**config.mk**
```make
export PLATFORM = sky130hd
export DESIGN_NAME = psda_top
export DESIGN_NICKNAME = d
export VERILOG_FILES = /design/src/verilog/psda_apb_regs.v /design/src/verilog/psda_cost.v /design/src/verilog/psda_top.v
export VERILOG_INCLUDE_DIRS = /design/src /design/src/pkg
export SDC_FILE = /design/constraint.sdc
export NUM_CORES = 1
export LEC_CHECK = 0
export BUFFER_PORTS_ARGS = -buffer_cell sky130_fd_sc_hd__buf_4
export CAP_MARGIN = 20
export CELL_PAD_IN_SITES_DETAIL_PLACEMENT = 1
export CELL_PAD_IN_SITES_GLOBAL_PLACEMENT = 1
export CORE_UTILIZATION = 42
export DETAILED_ROUTE_END_ITERATION = 10
export PLACE_DENSITY = 0.91
export SLEW_MARGIN = 20
export SYNTH_ARGS = -nofsm -noshare
export SYNTH_HDL_FRONTEND = slang
export SYNTH_SLANG_ARGS = --single-unit
export TNS_END_PERCENT = 1
```
**constraint.sdc**
```tcl
create_clock -name mclk -period 3.48 [get_ports mclk]
set_input_delay 0.522 -clock mclk [delete_from_list [all_inputs] [get_ports mclk]]
set_output_delay 0.522 -clock mclk [all_outputs]
set_load 0.01 [all_outputs]
```
**src/pkg/psda_defs.vh**
```
// Purpose: shared constants for the program space data access bridge
// Assumes: 32-bit APB data, word-aligned registers
// Notes:   offsets are byte addresses
`ifndef PSDA_DEFS_VH
`define PSDA_DEFS_VH
// ---------------------------------------------------------------
// register map
// ---------------------------------------------------------------
`define PSDA_OFF_TBLPG   12'h000
`define PSDA_OFF_RDPG    12'h004
`define PSDA_OFF_WRPG    12'h008
`define PSDA_OFF_STATUS  12'h00C
`define PSDA_OFF_ADDRCNT 12'h010
`define PSDA_RST_TBLPG   8'h00
`define PSDA_RST_RDPG    10'h000
`define PSDA_RST_WRPG    10'h000
// ---------------------------------------------------------------
// field positions
// ---------------------------------------------------------------
`define PSDA_TBL_CFG_BIT 7
`define PSDA_RD_EN_BIT   9
`define PSDA_RD_UP_BIT   8
`define PSDA_EA_MSB      15
// ---------------------------------------------------------------
// operation codes on the request port
// ---------------------------------------------------------------
`define PSDA_OP_DATA     3'h0
`define PSDA_OP_RDL      3'h1
`define PSDA_OP_RDH      3'h2
`define PSDA_OP_WTL      3'h3
`define PSDA_OP_WTH      3'h4
// ---------------------------------------------------------------
// extra cycle costs
// ---------------------------------------------------------------
`define PSDA_XTRA_MOV    2'h1
`define PSDA_XTRA_OTHER  2'h2
`define PSDA_XTRA_FAST   2'h0
`define PSDA_PC_STEP     24'h000002
`endif

```
**src/verilog/psda_apb_regs.v**
```verilog
// Purpose: APB slave holding the page registers and status
// Assumes: single mclk domain, zero wait state
// Notes:   unmapped addresses read zero with pslverr
`timescale 1ns/1ps
`include "psda_defs.vh"
module psda_apb_regs (
  input  wire        mclk,
  input  wire        arst_n,
  input  wire        psel,
  input  wire        penable,
  input  wire        pwrite,
  input  wire [11:0] paddr,
  input  wire [31:0] pwdata,
  input  wire [31:0] status_in,
  input  wire [31:0] count_in,
  output reg  [31:0] prdata,
  output reg         pready,
  output reg         pslverr,
  output reg  [7:0]  table_page_select,
  output reg  [9:0]  window_read_page,
  output reg  [9:0]  window_write_page
);
  wire setup  = psel & ~penable;
  wire access = psel & penable & pready;
  always @(posedge mclk or negedge arst_n) begin
    if (!arst_n) begin
      prdata            <= 32'h0000_0000;
      pready            <= 1'b0;
      pslverr           <= 1'b0;
      table_page_select <= `PSDA_RST_TBLPG;
      window_read_page  <= `PSDA_RST_RDPG;
      window_write_page <= `PSDA_RST_WRPG;
    end else begin
      pready  <= setup;
      pslverr <= 1'b0;
      prdata  <= 32'h0000_0000;
      if (setup) begin
        case (paddr)
          `PSDA_OFF_TBLPG:   prdata <= {24'h000000, table_page_select};
          `PSDA_OFF_RDPG:    prdata <= {22'h000000, window_read_page};
          `PSDA_OFF_WRPG:    prdata <= {22'h000000, window_write_page};
          `PSDA_OFF_STATUS:  prdata <= status_in;
          `PSDA_OFF_ADDRCNT: prdata <= count_in;
          default:           pslverr <= 1'b1;
        endcase
      end
      // writes land at the edge where the master sees pready high
      if (access & pwrite) begin
        case (paddr)
          `PSDA_OFF_TBLPG: table_page_select <= pwdata[7:0];
          `PSDA_OFF_RDPG:  window_read_page  <= pwdata[9:0];
          `PSDA_OFF_WRPG:  window_write_page <= pwdata[9:0];
          default:         table_page_select <= table_page_select;
        endcase
      end
    end
  end
endmodule

```
**src/verilog/psda_cost.v**
```verilog
// Purpose: extra cycle cost of a window access
// Assumes: repeat state flags come from the pipeline on mclk
// Notes:   registered result, one cycle latency
`timescale 1ns/1ps
`include "psda_defs.vh"
module psda_cost (
  input  wire       mclk,
  input  wire       arst_n,
  input  wire       go,
  input  wire       window_hit,
  input  wire       is_mov,
  input  wire       in_repeat,
  input  wire       rpt_first,
  input  wire       rpt_last,
  input  wire       rpt_irq_exit,
  input  wire       rpt_reentry,
  output reg  [1:0] extra_cycles
);
  reg [1:0] next_extra;
  always @* begin
    next_extra = `PSDA_XTRA_FAST;
    if (window_hit) begin
      if (!in_repeat)
        next_extra = is_mov ? `PSDA_XTRA_MOV : `PSDA_XTRA_OTHER;
      else if (rpt_first | rpt_last | rpt_irq_exit | rpt_reentry)
        next_extra = `PSDA_XTRA_OTHER;
    end
  end
  always @(posedge mclk or negedge arst_n) begin
    if (!arst_n)
      extra_cycles <= `PSDA_XTRA_FAST;
    else if (go)
      extra_cycles <= next_extra;
  end
endmodule

```
**src/verilog/psda_top.v**
```verilog
// Purpose: program space data access bridge for a 16-bit core
// Assumes: pipeline and flash share mclk; flash answers one cycle later
// Notes:   one request in flight; req is ignored while busy
`timescale 1ns/1ps
`include "psda_defs.vh"
module psda_top (
  input  wire        mclk,
  input  wire        arst_n,
  input  wire        psel,
  input  wire        penable,
  input  wire        pwrite,
  input  wire [11:0] paddr,
  input  wire [31:0] pwdata,
  output wire [31:0] prdata,
  output wire        pready,
  output wire        pslverr,
  input  wire        req,
  input  wire [2:0]  op,
  input  wire        byte_mode,
  input  wire        is_write,
  input  wire [15:0] effective_address,
  input  wire [15:0] wdata,
  input  wire        is_mov,
  input  wire        in_repeat,
  input  wire        rpt_first,
  input  wire        rpt_last,
  input  wire        rpt_irq_exit,
  input  wire        rpt_reentry,
  input  wire [23:0] pc,
  output reg  [23:0] pc_next,
  output reg         done,
  output reg  [15:0] rdata,
  output reg         addr_trap,
  output reg         data_sel,
  output wire [1:0]  extra_cycles,
  output reg         flash_req,
  output reg         flash_we,
  output reg         flash_cfg,
  output reg  [23:0] flash_addr,
  output reg  [2:0]  flash_be,
  output reg  [23:0] flash_wdata,
  input  wire [23:0] flash_rdata,
  output reg         dmem_req,
  output reg  [15:0] dmem_addr
);
  // ---------------------------------------------------------------
  // states
  // ---------------------------------------------------------------
  localparam ST_IDLE = 2'b00;
  localparam ST_WAIT = 2'b01;
  localparam ST_DATA = 2'b10;

  wire [7:0]  table_page_select;
  wire [9:0]  window_read_page;
  wire [9:0]  window_write_page;
  reg  [1:0]  state;
  reg  [1:0]  next_state;
  reg  [2:0]  held_op;
  reg         held_byte;
  reg         held_sel;
  reg         held_up;
  reg  [15:0] trap_count;
  reg  [15:0] access_count;
  reg         last_trap;

  // ---------------------------------------------------------------
  // request decode
  // ---------------------------------------------------------------
  wire tbl_op   = (op != `PSDA_OP_DATA);
  wire tbl_wr   = (op == `PSDA_OP_WTL) | (op == `PSDA_OP_WTH);
  wire tbl_cfg  = table_page_select[`PSDA_TBL_CFG_BIT];
  wire ea_hi    = effective_address[`PSDA_EA_MSB];
  wire win_hit  = ~tbl_op & ea_hi &
                  window_read_page[`PSDA_RD_EN_BIT] & ~is_write;
  wire [9:0] page_used = is_write ? window_write_page : window_read_page;
  wire bad_page = ~tbl_op & ea_hi & (page_used == 10'h000);
  // writes into the window go nowhere: read only view
  wire win_wr   = ~tbl_op & ea_hi & is_write &
                  window_read_page[`PSDA_RD_EN_BIT];
  wire go       = req & (state == ST_IDLE);

  // bit 0 is the byte select, not part of the word address
  function [23:0] win_addr;
    input [9:0]  page;
    input [15:0] ea;
    begin
      win_addr = {1'b0, page[7:0], ea[14:0]};
    end
  endfunction

  // pick one byte of a word by select bit
  function [7:0] pick_byte;
    input [15:0] w;
    input        sel;
    begin
      pick_byte = sel ? w[15:8] : w[7:0];
    end
  endfunction

  // ---------------------------------------------------------------
  // registers and cost
  // ---------------------------------------------------------------
  psda_apb_regs u_regs (
    .mclk              (mclk),
    .arst_n            (arst_n),
    .psel              (psel),
    .penable           (penable),
    .pwrite            (pwrite),
    .paddr             (paddr),
    .pwdata            (pwdata),
    .status_in         ({15'h0000, last_trap, trap_count}),
    .count_in          ({16'h0000, access_count}),
    .prdata            (prdata),
    .pready            (pready),
    .pslverr           (pslverr),
    .table_page_select (table_page_select),
    .window_read_page  (window_read_page),
    .window_write_page (window_write_page)
  );

  psda_cost u_cost (
    .mclk         (mclk),
    .arst_n       (arst_n),
    .go           (go),
    .window_hit   (win_hit),
    .is_mov       (is_mov),
    .in_repeat    (in_repeat),
    .rpt_first    (rpt_first),
    .rpt_last     (rpt_last),
    .rpt_irq_exit (rpt_irq_exit),
    .rpt_reentry  (rpt_reentry),
    .extra_cycles (extra_cycles)
  );

  // ---------------------------------------------------------------
  // sequencer
  // ---------------------------------------------------------------
  always @* begin
    next_state = state;
    case (state)
      ST_IDLE: begin
        if (req) begin
          if (bad_page | win_wr | (tbl_wr & tbl_cfg))
            next_state = ST_IDLE;
          else if (tbl_op & ~tbl_wr)
            next_state = ST_WAIT;
          else if (win_hit)
            next_state = ST_WAIT;
          else
            next_state = ST_IDLE;
        end
      end
      ST_WAIT: next_state = ST_DATA;
      ST_DATA: next_state = ST_IDLE;
      default: next_state = ST_IDLE;
    endcase
  end

  always @(posedge mclk or negedge arst_n) begin
    if (!arst_n) begin
      state        <= ST_IDLE;
      held_op      <= `PSDA_OP_DATA;
      held_byte    <= 1'b0;
      held_sel     <= 1'b0;
      held_up      <= 1'b0;
      pc_next      <= 24'h000000;
      done         <= 1'b0;
      rdata        <= 16'h0000;
      addr_trap    <= 1'b0;
      data_sel     <= 1'b0;
      flash_req    <= 1'b0;
      flash_we     <= 1'b0;
      flash_cfg    <= 1'b0;
      flash_addr   <= 24'h000000;
      flash_be     <= 3'h0;
      flash_wdata  <= 24'h000000;
      dmem_req     <= 1'b0;
      dmem_addr    <= 16'h0000;
      trap_count   <= 16'h0000;
      access_count <= 16'h0000;
      last_trap    <= 1'b0;
    end else begin
      state     <= next_state;
      pc_next   <= pc + `PSDA_PC_STEP;
      done      <= 1'b0;
      addr_trap <= 1'b0;
      flash_req <= 1'b0;
      flash_we  <= 1'b0;
      dmem_req  <= 1'b0;
      if (go) begin
        held_op   <= op;
        held_byte <= byte_mode;
        held_sel  <= effective_address[0];
        held_up   <= window_read_page[`PSDA_RD_UP_BIT];
        data_sel  <= 1'b0;
        if (bad_page) begin
          addr_trap  <= 1'b1;
          done       <= 1'b1;
          last_trap  <= 1'b1;
          trap_count <= trap_count + 16'h0001;
        end else if (tbl_op) begin
          last_trap  <= 1'b0;
          flash_cfg  <= tbl_cfg;
          flash_addr <= {table_page_select, effective_address};
          if (tbl_wr) begin
            done <= 1'b1;
            if (!tbl_cfg) begin
              flash_req    <= 1'b1;
              flash_we     <= 1'b1;
              access_count <= access_count + 16'h0001;
              if (op == `PSDA_OP_WTH) begin
                flash_be    <= 3'b100;
                flash_wdata <= {wdata[7:0], 16'h0000};
              end else if (byte_mode) begin
                flash_be    <= effective_address[0] ? 3'b010 : 3'b001;
                flash_wdata <= {8'h00, wdata[7:0], wdata[7:0]};
              end else begin
                flash_be    <= 3'b011;
                flash_wdata <= {8'h00, wdata};
              end
            end
          end else begin
            flash_req    <= 1'b1;
            access_count <= access_count + 16'h0001;
          end
        end else if (win_hit) begin
          last_trap    <= 1'b0;
          flash_req    <= 1'b1;
          flash_cfg    <= 1'b0;
          flash_addr   <= win_addr(window_read_page, effective_address);
          access_count <= access_count + 16'h0001;
        end else if (win_wr) begin
          done      <= 1'b1; // window writes dropped
          last_trap <= 1'b0;
        end else begin
          last_trap <= 1'b0;
          dmem_req  <= 1'b1;
          dmem_addr <= effective_address;
          data_sel  <= 1'b1;
          done      <= 1'b1;
        end
      end
      if (state == ST_DATA) begin
        done <= 1'b1;
        case (held_op)
          `PSDA_OP_RDL: begin
            if (held_byte)
              rdata <= {8'h00,
                        pick_byte(flash_rdata[15:0], held_sel)};
            else
              rdata <= flash_rdata[15:0];
          end
          `PSDA_OP_RDH: begin
            if (held_byte & held_sel)
              rdata <= 16'h0000;
            else
              rdata <= {8'h00, flash_rdata[23:16]};
          end
          default: begin
            if (held_up)
              rdata <= {8'h00, flash_rdata[23:16]};
            else
              rdata <= flash_rdata[15:0];
          end
        endcase
      end
    end
  end
endmodule

```
======== After elaboration in Yosys (flattened, before gate mapping) ========
Index checks and enable logic that the tools add are counted.
word-level totals
  flip-flop bits (word level) ............. 219
  input port bits ......................... 141
  output and inout bits ................... 150
  logic and storage cells ................. 140
cells by class
  $add $sub $neg .......................... 3
  eq/ne operators ......................... 12
  mux-type cells .......................... 55
  bitwise operators ....................... 28
  reductions and logical operators ........ 14
operator list
  cell                     number
  $mux W16                 7
  $pmux W17 S5             1
  $mux W24                 3
  $add A16 B1 Y16 const B  2
  $pmux W16 S2             1
  $mux W1                  30
  $add A24 B2 Y24 const B  1
  $eq A12 B4 Y1 const B    2
  $mux W17                 1
  $mux W8                  2
  $and A1 B1 Y1            14
  $mux W2                  7
  $eq A12 B3 Y1 const B    1
  $eq A12 B5 Y1 const B    1
  $logic_not A12 Y1        1
  $logic_not A10 Y1        1
  $mux W10                 1
  $reduce_and A5 Y1        2
  $not A1 Y1               8
  $reduce_and A2 Y1        4
  $eq A3 B2 Y1 const B     2
  $or A1 B1 Y1             6
  $reduce_or A5 Y1         1
  $pmux W2 S2              1
  other kinds (12)         12

======== Longest topological paths before layout ========
  depth after elaboration ................. 10
  depth in mapped cells ................... 8
  depth with buffers taken out ............ 5

======== Hierarchy ========
From an unflattened synthesis, not the netlist that was laid out.
second synthesis, totals
  cells, all modules ...................... 838
  area, all modules ....................... 9439.1 um^2
by module, submodules not included
  module         instances  cells each  area an instance (um^2)  seq. area each (um^2)
  psda_top       1          579         6575.1                   3853.7
  psda_apb_regs  1          249         2761.4                   1551.5
  psda_cost      1          10          102.6                    50.0

======== Worst setup path before layout ========
OpenSTA, ideal clock, no wires.
  path kind ............................... input port to flip-flop
  start point ............................. in op[2]
  end point ............................... reg flash_be[1]
  setup time .............................. 0.136 ns
  arrival time ............................ 1.909 ns
  required time ........................... 3.344 ns
  slack ................................... 1.435 ns
  stages .................................. 8
  path buffers ............................ 3
  path through ............................ buf_2 -> nor3b_2 -> nor2_1 -> or3_1 -> buf_2 -> clkbuf_1 -> nand2_1 -> o21ai_0
between the ends
  cells in the longest elaborated chain, start to end .. 6
  elaborated cells on any way between the ends .. 10
  those cells by class .................... 2 x eq/ne; 1 x mux; 5 x bitwise; 2 x reduce/logical
RTL lines
  element                              RTL line        text
  start: declaration                   psda_top.v:18   input wire [2:0] op,
  $reduce_bool A3 Y1 (no source line)  --
  $not A1 Y1 (no source line)          --
  $and A1 B1 Y1 (2 in a row)           psda_top.v:76   wire bad_page = ~tbl_op & ea_hi & (page_used == 10'h000);
  $not A1 Y1 (no source line)          --
  $reduce_and A5 Y1 (no source line)   --
  end signal: assignment               psda_top.v:215  flash_be <= effective_address[0] ? 3'b010 : 3'b001;
  end: declaration                     psda_top.v:40   output reg [2:0] flash_be,
Several ways; a longest one is shown, not always the timed one.
A chain may end at the register's enable or synchronous reset.

======== Worst setup path after layout ========
  start point ............................. reg state[0]
  end point ............................... reg flash_addr[18]
between the ends
  cells in the longest elaborated chain, start to end .. 3
RTL lines
  element                             RTL line        text
  start: declaration                  psda_top.v:56   reg [1:0] state;
  start signal: assignment            psda_top.v:183  state <= next_state;
  $logic_not A2 Y1                    psda_top.v:80   wire go = req & (state == ST_IDLE);
  $and A1 B1 Y1                       psda_top.v:80
  $reduce_and A3 Y1 (no source line)  --
  end signal: assignment              psda_top.v:204  flash_addr <= {table_page_select, effective_address};
  end signal: assignment              psda_top.v:230  flash_addr <= win_addr(window_read_page, effective_address);
  end: declaration                    psda_top.v:39   output reg [23:0] flash_addr,
Every way passes these cells.

==> results.yml <==
outcome:
  run_status: "completed"
floorplan:
  io_pins: 291
  die_w_um: 147.1
  core-area_um2: 20430
  initial_core_util_pct: 43.29
  dieArea_um2: 21640
  rows: 52
  die_y_um: 147.1
synth:
  ys_seq_area_share_pct: 57.43
  synthTopCellsByArea: "dfrtp_1 57%, mux2_2 7.8%, nand2_1 5.1%"
  yosys_warnings: 0
  synth_top_area_share_pct: 57.43
  synth_fa_ha_area_share_pct: 0.4244
  ys_types: 55
  ys.flop_type: "dfrtp_1"
  synth_compound_area_share_pct: 8.658
  synth_top_family_by_area: "simple AND/OR/NAND/NOR gates"
  syn-cell-area_um2: 8845
  synth.area.mux_share_pct: 9.690
  synth_xor_area_share_pct: 5.050
  synth_simple_gate_area_share_pct: 15.26
  syn_inst: 778
  synth_most_common_cell: "dfrtp_1"
  yosysTopAreaCell: "dfrtp_1"
  avgSynthCellArea_um2: 11.37
  synth_seq_cells: 203
  synth_edf_count: 0
  synth_commonest_cells: "203 x dfrtp_1, 119 x nand2_1, 61 x mux2_2"
  ys_async_sr_fraction_pct: 100.0
worst_setup_path:
  crit_type: "flop to flop"
  cp_max_fo: 18
  rrSetupSlack_ns: 1.13
  cp_data_required_time_ns: 3.88
  crit_path_start_kind: "flop"
  reg2reg_depth: 6
  cp.arrival_ns: 2.75
  crit_path_end_kind: "flop"
layout:
  finalInstanceArea_um2: 11730
  n_antenna_cell: 0
  drive_gt1_share_pct: 35.60
  fillers: 2198
  fin_nets: 1169
  syn_to_final_growth_pct: 32.56
timing:
  fmax_mhz: 424.9
  worst_slew_pin_slew_ns: 0.8780
  hold_viol: 0
  drv_slew: 0
  holdWs_ns: 0.06213
  report.final.setup_viol: 0
  fin_setup_tns_ns: 0
  fin_crit_sh_pct: 67.63
  fin_crit_ns: 2.354
  rsz0062_at_grt: "false"
  slew_headroom_pct: 41.02
  skew_ns: 0.008663
detailed_routing:
  vias_per_cell: 5.462
  wl_per_cell_um: 20.89
  drc: 0
  routed_wl_um: 27410
  drt_iter0_markers: 513
  dr.pass1.iters: 5
  dr_total_vias: 7166
  ant_nets: 0
clock_tree:
  numCtsBuffers: 23
  post-cts-setup-buffer-count: 0
  cts_tree: "yes"
  insertion_delay_ns: 0.51
  cts-root-buf: "clkbuf_16"
  clkSinkCount: 203
  clock_path_buffers: 3
  cts.clk_slew.worst_paths_ns: 0.06
  cts-htree-levels: 1
  cts_hold_buf: 0
  cts_resized: 0
power:
  irDropWorstVdd_mv: 0.4695
  leakage_nw: 5.650
  total_power_mw: 6.924
  power_density_nw_per_um2: 590.5
global_routing:
  grt.total_usage_pct: 25.53
  grt_pass1_vias: 7883
  antenna_found_initial: 0
  grt_pass1_wl_um: 43310
  grt_max_degree: 89
  grt_overflow: 0
place:
  place_hpwl_um: 19820
  gp_congestion: 0.8535
  io_buffer_count: 253
  place_area_um2: 10970
min_path:
  hp-class: "input port to asynchronous set/reset pin"
job:
  max_cap_violations: 0
final cells by class:
class | instances | area, um^2 | area share (%)
multi-input cells | 527 | 3525 | 30.06
inverters | 6 | 22.52 | 0.1921
well taps | 270 | 337.8 | 2.881
clock inverters | 7 | 88.84 | 0.7577
repair buffers | 264 | 2001 | 17.06
clock buffers | 35 | 670.6 | 5.720
flip-flops and latches | 203 | 5080 | 43.33
registers in the layout, summed over array words and instances (netlist names), 16 cells and up:
| name | flops |
|---|---|
| trap_count | 16 |
| dmem_addr | 16 |
| pc_next | 24 |
| flash_addr | 23 |
| u_regs.prdata | 17 |
| flash_wdata | 24 |
| access_count | 16 |
| rdata | 16 |
through the flow:
stage,instances,utilization [%],setup WS [ns]
global placement,1270,53.67,0.8570
floorplan,792,-,1.435
CTS,1312,57.39,1.073
global route,1312,57.39,0.9012
finish,1312,57.39,1.126
detailed placement,1270,53.67,0.7654
path summary, 6_finish.rpt:
check,from,endpoint
setup reg to reg,state[0],flash_addr[18]
hold / removal,arst_n,u_regs.prdata[14]
setup / recovery,state[0],flash_addr[18]
max in group asynchronous,arst_n,flash_wdata[23]
min in group mclk,pc[0],pc_next[0]
hold reg to reg,trap_count[15],trap_count[15]
logic make-up after synthesis:
| logic type | count (synthesis) |
|---|---|
| AO/OA/AOI/OAI | 107 |
| XOR/XNOR | 51 |
| adder cells (fa/ha/maj) | 3 |
| buffers and inverters | 62 |
| flip-flops | 203 |
| multiplexers | 78 |
| other | 1 |
| AND/OR/NAND/NOR | 273 |
routing by layer:
metal | vias up | share of wire (%) | global-route usage (%)
li1 | 3217 | - | -
met1 | 3612 | 38 | 30.30
met2 | 261 | 52 | 45.50
met3 | 76 | 5.8 | 4.752
met4 | 0 | 3.5 | 10.21
met5 | - | 0 | 0
critical path, stage by stage, from the launching register on:
cell and delay (ns):
dfrtp_1 0.41, nor2_1 0.12, nand2_1 0.38, a21oi_4 0.72
buf_4 0.33, nor2_1 0.07, a31oi_1 0.20
where the power goes:
part	switching (mW)	internal, mW	total, mW
registers	0.277	2.73	3.00
clock network	0.945	1.48	2.42
logic	0.744	0.757	1.50
cells in the final DEF (no fill, tap or decap), types with 5 or more instances in the layout:
cell type  count
a21oi_1        9
a221oi_1       8
a222oi_1      10
a22o_1        10
a22oi_1        6
a31oi_1        9
and2_1         5
and3_1        12
and4_1         9
buf_4        262
clkbuf_1       7
clkbuf_16     23
clkbuf_8       6
conb_1        15
dfrtp_1      203
inv_1          6
mux2_2        61
mux2i_1       17
nand2_1      119
nand3_1       23
nand4_1       12
nor2_1        45
nor3_1         9
nor4_1        11
o21ai_0       33
o31ai_1        8
xnor2_1       33
xor2_1        18
(Power assumes the default switching activity.)
